## config.mk

```make
export PLATFORM = sky130hd
export DESIGN_NAME = sar_adc_control
export DESIGN_NICKNAME = d
export VERILOG_FILES = /design/src/hdl/sar_adc_pkg.sv /design/src/hdl/sar_engine.sv /design/src/hdl/sar_adc_control.sv
export VERILOG_INCLUDE_DIRS = /design/src /design/src/hdl
export SDC_FILE = /design/constraint.sdc
export NUM_CORES = 1
export LEC_CHECK = 0
export BUFFER_PORTS_ARGS = -buffer_cell sky130_fd_sc_hd__buf_2
export CAP_MARGIN = 20
export CORE_MARGIN = 2
export CORE_UTILIZATION = 53
export DETAILED_ROUTE_END_ITERATION = 10
export PLACE_DENSITY = 0.93
export SETUP_SLACK_MARGIN = 0.4
export SLEW_MARGIN = 20
export SYNTH_ARGS = -nofsm -noshare
export SYNTH_HDL_FRONTEND = slang
export SYNTH_SLANG_ARGS = --single-unit
```

## constraint.sdc

```tcl
create_clock -name pclk -period 4.29 [get_ports pclk]
set_input_delay 0.6435 -clock pclk [delete_from_list [all_inputs] [get_ports pclk]]
set_output_delay 0.6435 -clock pclk [all_outputs]
set_load 0.01 [all_outputs]
```

## src/hdl/sar_adc_map.svh

```systemverilog
// Register offsets, field positions, reset values and timing counts of the converter.
// Assumes inclusion by every design file that needs these values; the package does not include it.
`ifndef SAR_ADC_MAP_SVH
`define SAR_ADC_MAP_SVH

// Register indices; byte address is four times the index
`define CSR_INDEX        8'h70
`define RES_HI_INDEX     8'h71
`define RES_LO_INDEX     8'h72
`define EV_STAT_INDEX    8'h73
`define EV_MASK_INDEX    8'h74
`define CSR_ADDR         ({2'b00, `CSR_INDEX, 2'b00})
`define RES_HI_ADDR      ({2'b00, `RES_HI_INDEX, 2'b00})
`define RES_LO_ADDR      ({2'b00, `RES_LO_INDEX, 2'b00})
`define EV_STAT_ADDR     ({2'b00, `EV_STAT_INDEX, 2'b00})
`define EV_MASK_ADDR     ({2'b00, `EV_MASK_INDEX, 2'b00})

// Control/status field positions
`define CSR_EOC_BIT      7
`define CSR_SPEED_BIT    6
`define CSR_ON_BIT       5
`define CSR_CH_MSB       3

// Reset values
`define CSR_RESET        8'h00
`define RES_RESET        10'h000

// Conversion timing in conversion clock ticks, divider end count in pclk cycles, trial and result codes
`define CONV_CYCLES      5'd14
`define FIRST_TRIAL      5'd2
`define LAST_TRIAL       5'd11
`define TRIAL_MSB        10'h200
`define RESULT_FULL      10'h3FF
`define RESULT_ZERO      10'h000
`define DIV4_LAST        2'h3

`endif

```

## src/hdl/sar_adc_pkg.sv

```systemverilog
// Types shared by the converter control and its conversion engine.
// Assumes the map header sits beside it in hdl/.
package sar_adc_pkg;

    // Engine phase
    typedef enum logic [1:0] {
        PH_IDLE   = 2'b00,
        PH_SAMPLE = 2'b01,
        PH_TRIAL  = 2'b10
    } phase_t;

    // Whole state of the conversion engine
    typedef struct packed {
        phase_t      phase;
        logic [1:0]  div;
        logic [4:0]  cnt;
        logic [9:0]  code;
        logic [9:0]  result;
        logic        done;
    } engine_state_t;

    // Whole state of the register side
    typedef struct packed {
        logic        speed;
        logic        on;
        logic [3:0]  ch;
        logic        eoc;
        logic [7:0]  res_hi;
        logic [1:0]  res_lo;
        logic        ev_stat;
        logic        ev_mask;
        logic        pwr;
        logic        irq;
        logic [31:0] prdata;
        logic        pready;
        logic        pslverr;
    } ctrl_state_t;

endpackage

```

## src/hdl/sar_engine.sv

```systemverilog
// Successive approximation sequencer with its conversion clock divider.
// Assumes a comparator that reports input at or above the trial code on cmp_high,
// and reference detectors valid while a conversion runs.
`include "sar_adc_map.svh"

module sar_engine (
    input  wire logic       pclk,
    input  wire logic       presetn,
    input  wire logic       run,
    input  wire logic       restart,
    input  wire logic       speed,
    input  wire logic       cmp_high,
    input  wire logic       above_ref,
    input  wire logic       below_ref,
    output logic [9:0]      trial_code,
    output logic [9:0]      result,
    output logic            sample_hold,
    output logic            done
);

    sar_adc_pkg::engine_state_t s_ff;
    sar_adc_pkg::engine_state_t nxt_s;
    logic                       tick;
    logic [4:0]                 newcnt;
    logic [3:0]                 idx;

    // Next state of the sequencer
    always_comb begin
        nxt_s      = s_ff;
        nxt_s.done = 1'b0;
        nxt_s.div  = s_ff.div + 2'd1;
        // Divide by two or four
        tick   = speed ? s_ff.div[0] : (s_ff.div == `DIV4_LAST);
        newcnt = s_ff.cnt + 5'd1;
        idx    = 4'(`LAST_TRIAL - newcnt);
        if (!run) begin
            nxt_s.phase = sar_adc_pkg::PH_IDLE;
            nxt_s.cnt   = 5'd0;
            nxt_s.div   = 2'd0;
            nxt_s.code  = `RESULT_ZERO;
        end else if (restart || s_ff.phase == sar_adc_pkg::PH_IDLE) begin
            // Start on enable or restart
            nxt_s.phase = sar_adc_pkg::PH_SAMPLE;
            nxt_s.cnt   = 5'd0;
            nxt_s.div   = 2'd0;
            nxt_s.code  = `TRIAL_MSB;
        end else if (tick) begin
            nxt_s.cnt   = newcnt;
            nxt_s.phase = sar_adc_pkg::PH_TRIAL;
            // One bit decided per tick on ticks 2 to 11, MSB first
            if (newcnt >= `FIRST_TRIAL && newcnt <= `LAST_TRIAL) begin
                if (!cmp_high) begin
                    nxt_s.code[idx] = 1'b0;
                end
                if (idx != 4'd0) begin
                    nxt_s.code[idx - 4'd1] = 1'b1;
                end
            end
            // Done after the set tick count
            if (newcnt == `CONV_CYCLES) begin
                nxt_s.done = 1'b1;
                // Saturate above high reference
                if (above_ref) begin
                    nxt_s.result = `RESULT_FULL;
                // Zero below low reference
                end else if (below_ref) begin
                    nxt_s.result = `RESULT_ZERO;
                end else begin
                    nxt_s.result = nxt_s.code;
                end
                // Next conversion follows at once
                nxt_s.phase = sar_adc_pkg::PH_SAMPLE;
                nxt_s.cnt   = 5'd0;
                nxt_s.code  = `TRIAL_MSB;
            end
        end
    end

    // State register
    always_ff @(posedge pclk or negedge presetn) begin
        if (!presetn) begin
            s_ff <= '0;
        end else begin
            s_ff <= nxt_s;
        end
    end

    assign trial_code  = s_ff.code;
    assign result      = s_ff.result;
    assign sample_hold = (s_ff.phase == sar_adc_pkg::PH_SAMPLE);
    assign done        = s_ff.done;

endmodule

```

## src/hdl/sar_adc_control.sv

```systemverilog
// APB register side of the 10-bit converter: control/status, result bytes, event flag.
// Assumes an APB master on pclk and an analog front end driven by the engine outputs.
//
// How it works
// Input above high reference reads as high byte FFh, low bits 03h.
// Input below low reference reads as zero in both result registers.
// Setting converter_on starts conversions that repeat back to back.
// Each finished conversion sets the done flag and loads the results; the code drops a completion that meets a channel change in the same cycle.
// Done flag clears on high byte read or any control write.
// Software reads low bits then high byte for ten bits.
// Software reads only the high byte for eight bits.
// Results are not held; next conversion overwrites both registers.
// Changing channel_select restarts conversion and clears the done flag.
// Clearing converter_on stops conversion and powers the converter down.
// Wait mode leaves the converter running unchanged.
// Halt disables the converter; software waits stabilization after wake-up.
// Speed bit selects conversion clock of pclk over four or two.
// Four-bit channel_select picks analog input of that number.
// Software writes zero to reserved bit four.
// High byte holds result bits nine down to two.
// Low register holds result bits one and zero, rest zero.
// Done asserts only after the set count of conversion ticks.
`include "sar_adc_map.svh"

module sar_adc_control (
    input  wire logic        pclk,
    input  wire logic        presetn,
    input  wire logic        psel,
    input  wire logic        penable,
    input  wire logic        pwrite,
    input  wire logic [11:0] paddr,
    input  wire logic [31:0] pwdata,
    output logic [31:0]      prdata,
    output logic             pready,
    output logic             pslverr,
    output logic             irq,
    input  wire logic        halt_mode,
    input  wire logic        cmp_high,
    input  wire logic        above_ref,
    input  wire logic        below_ref,
    output logic [3:0]       channel_select,
    output logic             converter_on,
    output logic             sample_hold,
    output logic [9:0]       trial_code
);

    sar_adc_pkg::ctrl_state_t s_ff;
    sar_adc_pkg::ctrl_state_t nxt_s;

    logic       run;
    logic       restart;
    logic       conv_done;
    logic [9:0] conv_result;
    logic       setup_wait;
    logic       access;
    logic       wr;
    logic       rd;
    logic       csr_wr;
    logic       ch_change;
    logic       mapped;
    logic [7:0] read_byte;

    // Halt gates the converter off
    // Wait mode has no input here
    assign run = s_ff.on && !halt_mode;

    // Conversion sequencer
    sar_engine u_engine (
        .pclk        (pclk),
        .presetn     (presetn),
        .run         (run),
        .restart     (restart),
        .speed       (s_ff.speed),
        .cmp_high    (cmp_high),
        .above_ref   (above_ref),
        .below_ref   (below_ref),
        .trial_code  (trial_code),
        .result      (conv_result),
        .sample_hold (sample_hold),
        .done        (conv_done)
    );

    // Bus phase decode
    assign setup_wait = psel && penable && !s_ff.pready;
    assign access     = psel && penable && s_ff.pready;
    assign wr         = access && pwrite;
    assign rd         = access && !pwrite;
    assign csr_wr     = wr && (paddr == `CSR_ADDR);
    // Channel change restarts
    assign ch_change  = csr_wr && (pwdata[`CSR_CH_MSB:0] != s_ff.ch);
    assign restart    = ch_change;

    // Address map and read mux
    always_comb begin
        mapped    = 1'b1;
        read_byte = 8'h00;
        case (paddr)
            `CSR_ADDR: begin
                // Reserved bit four reads zero
                read_byte = {s_ff.eoc, s_ff.speed, s_ff.on, 1'b0, s_ff.ch};
            end
            `RES_HI_ADDR: begin
                read_byte = s_ff.res_hi;
            end
            `RES_LO_ADDR: begin
                // Upper bits forced zero
                read_byte = {6'h00, s_ff.res_lo};
            end
            `EV_STAT_ADDR: begin
                read_byte = {7'h00, s_ff.ev_stat};
            end
            `EV_MASK_ADDR: begin
                read_byte = {7'h00, s_ff.ev_mask};
            end
            default: begin
                mapped = 1'b0;
            end
        endcase
    end

    // Next state of the register side
    always_comb begin
        nxt_s = s_ff;

        // One wait state, then answer
        nxt_s.pready  = setup_wait;
        nxt_s.pslverr = setup_wait && !mapped;
        if (setup_wait) begin
            nxt_s.prdata = {24'h0000_00, read_byte};
        end

        // Control fields; reserved bit is dropped
        if (csr_wr) begin
            nxt_s.speed = pwdata[`CSR_SPEED_BIT];
            nxt_s.on    = pwdata[`CSR_ON_BIT];
            // Channel number drives the mux
            nxt_s.ch    = pwdata[`CSR_CH_MSB:0];
        end
        if (wr && paddr == `EV_MASK_ADDR) begin
            nxt_s.ev_mask = pwdata[0];
        end

        // Done cleared by control write or high read
        if (csr_wr || (rd && paddr == `RES_HI_ADDR)) begin
            nxt_s.eoc = 1'b0;
        end
        // Event flag cleared by reading it
        if (rd && paddr == `EV_STAT_ADDR) begin
            nxt_s.ev_stat = 1'b0;
        end

        // Completion wins over any clear but a channel change in the same cycle
        // Restart drops a completion on its edge
        if (conv_done && !restart) begin
            // Flag and results on completion
            nxt_s.eoc     = 1'b1;
            nxt_s.ev_stat = 1'b1;
            // Overwrite, nothing held back
            // Upper eight result bits
            nxt_s.res_hi  = conv_result[9:2];
            nxt_s.res_lo  = conv_result[1:0];
        end

        // Power follows enable
        nxt_s.pwr = nxt_s.on && !halt_mode;
        nxt_s.irq = nxt_s.ev_stat && nxt_s.ev_mask;
    end

    // State register
    always_ff @(posedge pclk or negedge presetn) begin
        if (!presetn) begin
            s_ff       <= '0;
            s_ff.res_hi <= 8'(`RES_RESET >> 2);
        end else begin
            s_ff <= nxt_s;
        end
    end

    // Outputs straight from the state register
    assign prdata         = s_ff.prdata;
    assign pready         = s_ff.pready;
    assign pslverr        = s_ff.pslverr;
    assign irq            = s_ff.irq;
    assign channel_select = s_ff.ch;
    assign converter_on   = s_ff.pwr;
endmodule

```

* Word-level counts from Yosys, hierarchy flattened
Cells that the tools add are included.
** Operators by class
- $add $sub $neg :: 4
- Order comparisons :: 6
- Eq/ne operators :: 10
- Mux-type cells :: 31
- Bitwise operators :: 4
- Reduce and logical (&&, ||, !) cells :: 30
** Operators by type and width (count)
- 10-bit two-way mux :: 9
- 12-bit by 9-bit == test with 1-bit output (second input constant) :: 5
- 26-bit two-way mux :: 2
- 8-bit case mux with 5 select lines :: 1
- 19-bit two-way mux :: 1
- 1-bit logical AND :: 18
- 15-bit two-way mux :: 1
- 12-bit two-way mux :: 1
- 10-bit AND :: 1
- 4-bit by 5-bit less-than comparator with 1-bit output (second input constant) :: 2
- 10-bit NOT :: 1
- 10-bit bitwise OR :: 1
- 1-bit two-way mux :: 9
- 1-bit demux with 4-bit select :: 2
- 4-bit by 1-bit >= comparator with 1-bit output (second input constant) :: 2
- 2-bit two-way mux :: 4
- 5-bit by 1-bit adder with 5-bit output (second input constant) :: 1
- 5-bit by 4-bit == test with 1-bit output (second input constant) :: 1
- 5-bit by 2-bit >= comparator with 1-bit output (second input constant) :: 1
- 5-bit by 4-bit less-or-equal comparator with 1-bit output (second input constant) :: 1
- 1-bit logical NOT :: 5
- 5-bit two-way mux :: 1
- 5-bit OR reduction :: 1
- 4-bit != test :: 1
- other kinds (12) :: 13
** Storage, ports and cells
- Flip-flop bits (word level) :: 61
- Bits of input ports :: 53
- Output and inout port bits :: 51
- Logic and storage cells :: 104

* Longest topological paths before layout
Gate-level depths: netlist of run 1.
- Depth in word-level cells :: 22
- Mapped depth :: 10
- Mapped depth without buffers :: 9

* Modules after synthesis
From an unflattened synthesis of run 1, not the netlist that was laid out.
** Unflattened totals
- Cell total of the unflattened synthesis :: 367
- Area, all modules :: 3758.6 sq um
** Modules (own cells, without submodules)
- sar_engine :: instances 1, cells an instance 211, area each 2064.5 sq um, seq. area each 750.7 sq um
- sar_adc_control :: instances 1, cells an instance 156, area each 1694.1 sq um, seq. area each 775.7 sq um

* Worst setup path before layout of run 1
OpenSTA, ideal clock, no wires.
- Kind :: flip-flop to flip-flop
- Start point :: reg u_engine.s_ff[21] (netlist bit)
- End point :: reg u_engine.s_ff, in the netlist u_engine.result[5]
- Setup time :: 87 ps
- Arrival time :: 2559 ps
- Data required time :: 4203 ps
- Setup slack :: 1644 ps
- Stages on the path, launching flop included :: 9
- Cells stage by stage :: dfrtp_1 > ha_1 > xnor2_4 > ha_1 > or4_1 > and3_4 > nor4_2 > a211oi_1 > o211ai_1
** Between the ends
- Word-level cells in the longest chain between the ends :: 18
** Ends and longest elaborated chain
- from (decl) :: RTL line sar_engine.sv:21 : sar_adc_pkg::engine_state_t s_ff;
- from (signal assigned) :: RTL line sar_engine.sv:84 : s_ff <= nxt_s;
- 5-bit by 1-bit adder with 5-bit output * :: RTL line sar_engine.sv:34 : newcnt = s_ff.cnt + 5'd1;
- 4-bit subtractor (no line)
- 4-bit by 5-bit less-than comparator with 1-bit output (not written as such) / 4-bit by 1-bit >= comparator with 1-bit output (equally long branches) :: RTL line sar_engine.sv:53 : nxt_s.code[idx] = 1'b0;
- 1-bit logical AND (not written as such) :: RTL line sar_engine.sv:53
- 1-bit two-way mux (not written as such) :: RTL line sar_engine.sv:53
- 1-bit demux with 4-bit select
- 10-bit NOT (no line)
- 10-bit AND (no line)
- [2 not listed]
- 10-bit two-way mux :: RTL line sar_engine.sv:47 : end else if (tick) begin
- 10-bit two-way mux :: RTL line sar_engine.sv:41 : end else if (restart || s_ff.phase == sar_adc_pkg::PH_IDLE) begin
- 10-bit two-way mux :: RTL line sar_engine.sv:36 : if (!run) begin
- 10-bit bitwise OR (no line)
- 10-bit two-way mux :: RTL line sar_engine.sv:55 : if (idx != 4'd0) begin
- 10-bit two-way mux :: RTL line sar_engine.sv:51 : if (newcnt >= `FIRST_TRIAL && newcnt <= `LAST_TRIAL) begin
- 10-bit two-way mux :: RTL line sar_engine.sv:66 : end else if (below_ref) begin
- 10-bit two-way mux :: RTL line sar_engine.sv:63 : if (above_ref) begin
Every way passes the cells marked *; elsewhere a longest branch is shown, timed or not. The select of a mux whose other input is x is not followed.
A chain may end at the register's enable or synchronous reset.

* Worst setup path in the final report of run 1
- Start point :: reg u_engine.s_ff[21] (netlist bit)
- End point :: reg u_engine.s_ff, in the netlist u_engine.result[6]
The elaborated chain is that of the path after synthesis.

==> results.sh, run 1 <==
export IMPL_clock_latency_ns=0.34
export IMPL_setup_tns_ns=0
export IMPL_rsz0062_at_grt="false"
export IMPL_drv_slew=0
export IMPL_fmax_ghz=0.337
export IMPL_setup_ws_ns=1.32
export IMPL_fin_crit_sh_pct=69.2
export IMPL_yosys_warnings=0
export IMPL_post_drt_wl_per_cell_um=16.6
export IMPL_drt_wl_total_mm=8.08
export IMPL_power_per_cell_area_nw_per_um2=299
export IMPL_yosys_top_cells_area="dfrtp_1 41%, buf_4 9.5%, mux2_2 5.2%, nand2_1 3.9%, ha_1 3.7%"
export IMPL_initial_utilization_pct=54.7
export IMPL_cts_sinks=61
export IMPL_whs_ns=0.145
export IMPL_dr_pass1_iters=5
export IMPL_crit_path_max_fanout=9
export IMPL_cts_root_buffer="clkbuf_8"
export IMPL_ys_flop_type="dfrtp_1"
export IMPL_num_rows=30
export IMPL_synth_cell_types=66
export IMPL_yosys_area_top_type="dfrtp_1"
export IMPL_die_y_um=87.5
export IMPL_cp_data_required_time_ns=4.54
export IMPL_ys_seq_area_share_pct=41.3
export IMPL_synth_edf_count=0
export IMPL_muxShareOfSynthArea_pct=5.99
export IMPL_hpwl_mm=6.04
export IMPL_ys_ff_latch=61
export IMPL_cts_made_buffers=9
export IMPL_overflow=0
export IMPL_viasPerCell=5.77
export IMPL_pre_cts_ws_ns=1.34
export IMPL_synth_xor_xnor_area_share_pct=2.84
export IMPL_mostFrequentLayoutCell="dfrtp_1"
export IMPL_synth_compound_area_share_pct=15.0
export IMPL_fillCellCount=576
export IMPL_worst_pin_slew_ns=0.681
export IMPL_arrival_ns=3.22
export IMPL_synth_top_family_by_area="simple AND/OR/NAND/NOR gates"
export IMPL_r2r_start="u_engine.s_ff[21]$_DFFE_PN0P_"
export IMPL_drc=0
export IMPL_globalRouteTotalUtil_pct=21.9
export IMPL_antenna_found_initial=0
export IMPL_antennaDiodeCount=0
export IMPL_final_cell_mix="61 x dfrtp_1, 53 x buf_2, 38 x nand2_1"
export IMPL_cp_end_kind="register"
export IMPL_r2r_slack_ns=1.32
export IMPL_first_global_vias=2659
export IMPL_synth_cells=367
export IMPL_synth_avg_cell_area_um2=10.1
export IMPL_nNetsFinal=465
export IMPL_run_status="finished, final reports clean"
export IMPL_die_w_um=87.5
export IMPL_ys_async_sr_fraction_pct=100
export IMPL_drt_iter0_markers=141
export IMPL_io_buffers=53
export IMPL_num_vias=2804
export IMPL_syn2layout_area_growth_pct=8.19
export IMPL_syn_cell_area_um2=3700
export IMPL_place_congestion=0.913
export IMPL_grt_max_degree=52
export IMPL_hold_path_class="primary input to asynchronous set/reset pin"
export IMPL_r2r_cells=8
export IMPL_grt_pass1_wl_mm=12.7
export IMPL_final_layout_size_suffix_gt1_share_pct=26.4
export IMPL_synthAdderAreaFrac_pct=3.72
export IMPL_ant_nets=0
export IMPL_setup_viol=0
export IMPL_die_area_um2=7660
export IMPL_r2r_end="u_engine.result[6]$_DFFE_PN0P_"
export IMPL_period_minus_slack_ns=2.97
export IMPL_clk_pin_slew_ns=0.07
export IMPL_start_kind="register"
export IMPL_cts_setup_buffers=0
export IMPL_slew_headroom_pct=54.5
export IMPL_netlist_area_leader_share_pct=41.3
export IMPL_p_leak_uw=0.00192
export IMPL_ir_worst_vdd_mv=0.175
export IMPL_yosys_area_share_simple_pct=19.3
export IMPL_cap_violations=0
export IMPL_holdBufCountCts=0
export IMPL_crit_type="register to register"
export IMPL_cts_tree="done"
export IMPL_clockBufferDepth=2
export IMPL_ios=104
export IMPL_finalClockSkew_ns=0.00756
export IMPL_core_um2=6760
export IMPL_cts_resized=0
export IMPL_hold_viol_final=0
export IMPL_cts_max_level=3
## through the flow
stage,cell area (µm²),std cells,utilization (%),power (µW)
3_5_place_dp,3770,470,55.9,638
5_1_grt,4000,486,59.2,1240
3_3_place_gp,3770,470,55.9,636
2_1_floorplan,3780,390,-,624
6_report,4000,486,59.2,1200
4_1_cts,4000,486,59.2,1210
## worst max-delay path by stage
stage	cells after the start	from	endpoint
after floorplan	8	u_engine.s_ff[21]$_DFFE_PN0P_	u_engine.result[5]$_DFFE_PN0P_
after global placement	8	u_engine.s_ff[21]$_DFFE_PN0P_	u_engine.result[7]$_DFFE_PN0P_
after detailed placement	8	u_engine.s_ff[21]$_DFFE_PN0P_	u_engine.result[6]$_DFFE_PN0P_
after CTS	8	u_engine.s_ff[21]$_DFFE_PN0P_	u_engine.result[5]$_DFFE_PN0P_
after global routing	8	u_engine.s_ff[21]$_DFFE_PN0P_	u_engine.result[7]$_DFFE_PN0P_
final	8	u_engine.s_ff[21]$_DFFE_PN0P_	u_engine.result[6]$_DFFE_PN0P_
## worst max-delay path, cell delays in order (launching register included)
cell and delay, ns:
dfrtp_1 0.52, ha_1 0.51, xnor2_4 0.18, ha_1 0.42, or4_1 0.54, and3_4 0.21, nor4_2 0.22, a211oi_1 0.10
o211ai_1 0.18
## flip-flops by register name, indices dropped and copies added (netlist names)
register / cells
prdata: 8
pready: 1
u_engine.done: 1
channel_select: 4
u_engine.result: 10
u_engine.trial_code: 10
s_ff: 15
u_engine.s_ff: 9
pslverr: 1
irq: 1
converter_on: 1
## logic make-up after synthesis
logic type,Yosys count
simple gates,126
mux,20
compound gates,71
other cells,1
buf+inv,68
flops,61
xor+xnor,9
fa+ha+maj,11
## cell usage after synthesis, types with 4 or more instances
library cell and count:
a21oi_1 5, dfrtp_1 61, a32oi_1 4, a22o_1 12, nand4_1 4, buf_4 47
o21ai_1 4, nor2b_1 5, nand2_1 38, xnor2_1 6, nor2_1 22, and2_1 4
nand3_1 13, and3_1 7, inv_1 12, o211ai_1 6, a31oi_1 4, ha_1 11
o21ai_0 11, clkbuf_1 5, nor3_1 6, mux2_2 17
## area by class of cell
cell class / count / area [µm²] / share of cell area (%)
flip-flops and latches: 61 / 1530 / 38.2
clock inverters: 5 / 83.8 / 2.10
inverters: 14 / 55.1 / 1.38
clock buffers: 11 / 141 / 3.53
multi-input cells: 261 / 1820 / 45.5
well taps: 80 / 100 / 2.50
repair buffers: 54 / 273 / 6.82
## report_power, final
part	internal, µW	switching, µW
logic	14.1	36.3
registers	576	0.476
clock network	344	224
total	934	261
## layer usage
metal,vias to the layer above,track usage [%],share of wire (%)
li1,1312,-,-
met1,1354,25.1,40
met2,118,37.7,50
met3,20,5.69,6.9
met4,0,11.3,3.1
met5,-,0,0
Note: power is estimated with default switching activity, not from simulation.
==> run 2: changes to the inputs <==
--- a/config.mk
+++ b/config.mk
@@ -6,12 +6,13 @@
 export SDC_FILE = /design/constraint.sdc
 export NUM_CORES = 1
 export LEC_CHECK = 0
+export ABC_AREA = 1
 export BUFFER_PORTS_ARGS = -buffer_cell sky130_fd_sc_hd__buf_2
 export CAP_MARGIN = 20
 export CORE_MARGIN = 2
-export CORE_UTILIZATION = 53
+export CORE_UTILIZATION = 48
 export DETAILED_ROUTE_END_ITERATION = 10
-export PLACE_DENSITY = 0.93
+export PLACE_DENSITY = 0.89
 export SETUP_SLACK_MARGIN = 0.4
 export SLEW_MARGIN = 20
 export SYNTH_ARGS = -nofsm -noshare
==> constraint.sdc (replaced) <==
create_clock -name pclk -period 2.7 [get_ports pclk]
set_input_delay 0.405 -clock pclk [delete_from_list [all_inputs] [get_ports pclk]]
set_output_delay 0.405 -clock pclk [all_outputs]
set_load 0.01 [all_outputs]
==> run 2 against run 1 <==
Net effect:
- count of clock-buffer cells in the layout decreased by 2
- synthesized cell count increased by 33%
- register-to-register slack got worse by 0.85 ns
- clock skew increased by 0.0026 ns
- fmax increased by 33%
- first-iteration DRC count increased by 2.8%
- combinational power increased by 90%
- largest cell class unchanged
- core utilization decreased by 4.2 points
- synthesized area increased by 2.7%
==> results.sh, run 2 <==
export IMPL_power_uw=2020
export IMPL_cts_made_buffers=9
export IMPL_drc=0
export IMPL_first_global_vias=2965
export IMPL_fmax_ghz=0.448
export IMPL_clockBufferDepth=2
export IMPL_hold_viol_final=0
export IMPL_rsz0062_at_grt="true"
export IMPL_antennaDiodeCount=0
export IMPL_whs_ns=0.203
export IMPL_cts_tree="done"
export IMPL_initial_utilization_pct=49.4
export IMPL_cp_slowest_cell="dfrtp_2"
export IMPL_syn_cell_area_um2=3800
export IMPL_overflow=0
export IMPL_period_minus_slack_ns=2.23
export IMPL_max_stage_delay_ns=0.48
export IMPL_synth_most_common_cell="nand2_1"
export IMPL_register_area_um2=1530
export IMPL_num_vias=3191
export IMPL_ir_worst_vdd_mv=0.336
export IMPL_grt_busiest_layer="met2"
export IMPL_hpwl_mm=5.84
export IMPL_ant_nets=0
export IMPL_run_status="finished, final reports clean"
export IMPL_clock_latency_ns=0.35
export IMPL_synth_common_cells="143 x nand2_1, 61 x dfrtp_1, 53 x inv_1, 48 x buf_4, 27 x nand3_1"
export IMPL_synth_cell_types=39
export IMPL_clk_pin_slew_ns=0.08
export IMPL_yosys_area_top_type="dfrtp_1"
export IMPL_start_kind="register"
export IMPL_ys_async_sr_fraction_pct=100
export IMPL_globalRouteMet2Util_pct=34.6
export IMPL_fin_util_pct=55.0
export IMPL_largest_reg_flops=15
export IMPL_cp_data_required_time_ns=2.97
export IMPL_slew_headroom_pct=50.2
export IMPL_synth_avg_cell_area_um2=7.77
export IMPL_ys_flop_type="dfrtp_1"
export IMPL_final_layout_size_suffix_gt1_share_pct=23.0
export IMPL_yosys_warnings=0
export IMPL_core_um2=7690
export IMPL_cts_max_level=3
export IMPL_cts_sinks=61
export IMPL_syn2layout_area_growth_pct=11.2
export IMPL_netlist_area_leader_share_pct=40.2
export IMPL_arrival_ns=2.50
export IMPL_ys_ff_latch=61
export IMPL_regMostFlops="s_ff"
export IMPL_postLayoutCellArea_um2=4230
export IMPL_worst_pin_slew_ns=0.746
export IMPL_die_y_um=93.0
export IMPL_setup_viol=0
export IMPL_viasPerCell=5.01
export IMPL_drt_iter0_markers=145
export IMPL_crit_top_cell="nand2_1"
export IMPL_grt_max_degree=62
export IMPL_num_rows=32
export IMPL_post_drt_wl_per_cell_um=12.7
export IMPL_cts_root_buffer="clkbuf_8"
export IMPL_cp_cell_sequence="ha_4 -> inv_2 -> nand2_1 -> nand2_4 -> ha_2 -> nand2_1 -> nand2_2 -> nor2_4 -> nor2_2 -> nand4_1 -> nand2_1 -> nand2_1 -> a21boi_1"
export IMPL_yosys_top_cells_area="dfrtp_1 40%, nand2_1 14%, buf_4 9.5%, inv_1 5.2%, ha_1 3.6%"
export IMPL_globalRouteTotalUtil_pct=19.9
export IMPL_antenna_found_initial=0
export IMPL_io_buffers=53
export IMPL_fillCellCount=704
export IMPL_synth_cells=489
export IMPL_crit_type="register to register"
export IMPL_met1_usage_pct=24.2
export IMPL_setup_tns_ns=0
export IMPL_nNetsFinal=594
export IMPL_fin_crit_sh_pct=82.7
export IMPL_crit_path_max_fanout=7
export IMPL_hold_path_class="primary input to asynchronous set/reset pin"
export IMPL_drv_slew=0
export IMPL_power_per_cell_area_nw_per_um2=477
export IMPL_p_leak_uw=0.00225
export IMPL_cap_violations=0
export IMPL_grt_use_met3_pct=6.10
export IMPL_path_buf_inv=1
export IMPL_critPathTopFamily="simple AND/OR/NAND/NOR gates"
export IMPL_dr_pass1_iters=4
export IMPL_finalClockSkew_ns=0.0102
export IMPL_placed_area_um2=3890
export IMPL_synth_edf_count=0
export IMPL_die_w_um=93.0
export IMPL_grt_pass1_wl_mm=13.6
export IMPL_die_area_um2=8640
export IMPL_ys_seq_area_share_pct=40.2
export IMPL_place_congestion=1.01
export IMPL_multi_input_area_um2=1780
export IMPL_final_cell_mix="142 x nand2_1, 58 x dfrtp_1, 53 x buf_2"
export IMPL_mostFrequentLayoutCell="nand2_1"
export IMPL_ios=104
export IMPL_cp_end_kind="register"
export IMPL_drt_wl_total_mm=8.12
[run 2: per-layer routing]
| metal | up-vias | share of wire, % | wire [µm] |
|---|---|---|---|
| met2 | 155 | 49 | 3940 |
| met3 | 21 | 7.9 | 638 |
| met1 | 1441 | 42 | 3390 |
| li1 | 1574 | - | - |
| met4 | 0 | 1.8 | 148 |
| met5 | - | 0 | 0 |
[run 2: cell type report]
| cell class | instances | share of cell area (%) |
|---|---|---|
| flip-flops and latches | 61 | 36.2 |
| inverters | 62 | 5.51 |
| clock inverters | 7 | 2.90 |
| clock buffers | 9 | 2.93 |
| multi-input cells | 337 | 42.1 |
| well taps | 102 | 3.02 |
| repair buffers | 59 | 7.34 |
[run 2: worst paths after layout]
kind                       slack (ns)  cells past startpoint                                  to                           from
min reg2reg                      0.48                      1         u_engine.s_ff[26]$_DFF_PN0_    u_engine.s_ff[26]$_DFF_PN0_
max                              0.47                     13      u_engine.result[0]$_DFFE_PN0P_  u_engine.s_ff[21]$_DFFE_PN0P_
min                              0.20                      2  u_engine.trial_code[8]$_DFFE_PN0P_                        presetn
max in group asynchronous        1.97                      2       u_engine.s_ff[23]$_DFFE_PN0P_                        presetn
max reg2reg                      0.47                     13      u_engine.result[0]$_DFFE_PN0P_  u_engine.s_ff[21]$_DFFE_PN0P_
min in group pclk                0.27                      2              converter_on$_DFF_PN0_                      halt_mode
[run 2: stage by stage]
| step | setup slack [ns] | std cells |
|---|---|---|
| 5_1_grt | 0.377 | 637 |
| 3_3_place_gp | 0.304 | 617 |
| 6_report | 0.468 | 637 |
| 2_1_floorplan | 0.576 | 512 |
| 4_1_cts | 0.417 | 634 |
| 3_5_place_dp | 0.263 | 617 |
[run 2: kinds of logic after synthesis]
family                   share of synthesized area [%]
other                                           0.0987
adder cells (fa/ha/maj)                           3.62
XOR/XNOR                                         0.692
AND/OR/NAND/NOR                                   30.4
AO/OA/AOI/OAI                                     7.97
flip-flops                                        40.2
buffers and inverters                             17.0
[run 2: timing repair]
item,in CTS,in global routing
hold buffers,0,0
buffers inserted,0,2
endpoints found under the setup margin,20,22
gates cloned,1,1
resized for setup,3,14
pin swaps,1,3
[run 2: worst register-to-register path, stage by stage (launching register included)]
cell and delay (ns):
dfrtp_2 0.48, ha_4 0.21, inv_2 0.06, nand2_1 0.08, nand2_4 0.11, ha_2 0.23, nand2_1 0.10, nand2_2 0.11
nor2_4 0.06, nor2_2 0.23, nand4_1 0.12, nand2_1 0.15, nand2_1 0.07, a21boi_1 0.13
[run 2: report_power, final]
| part | switching, µW | leakage (µW) | total [µW] | internal [µW] |
|---|---|---|---|---|
| logic | 68.9 | 0.00136 | 95.8 | 26.9 |
| registers | 2.04 | 0.000781 | 919 | 917 |
| clock network | 383 | 0.000116 | 1000 | 617 |
| total | 454 | 0.00225 | 2020 | 1560 |
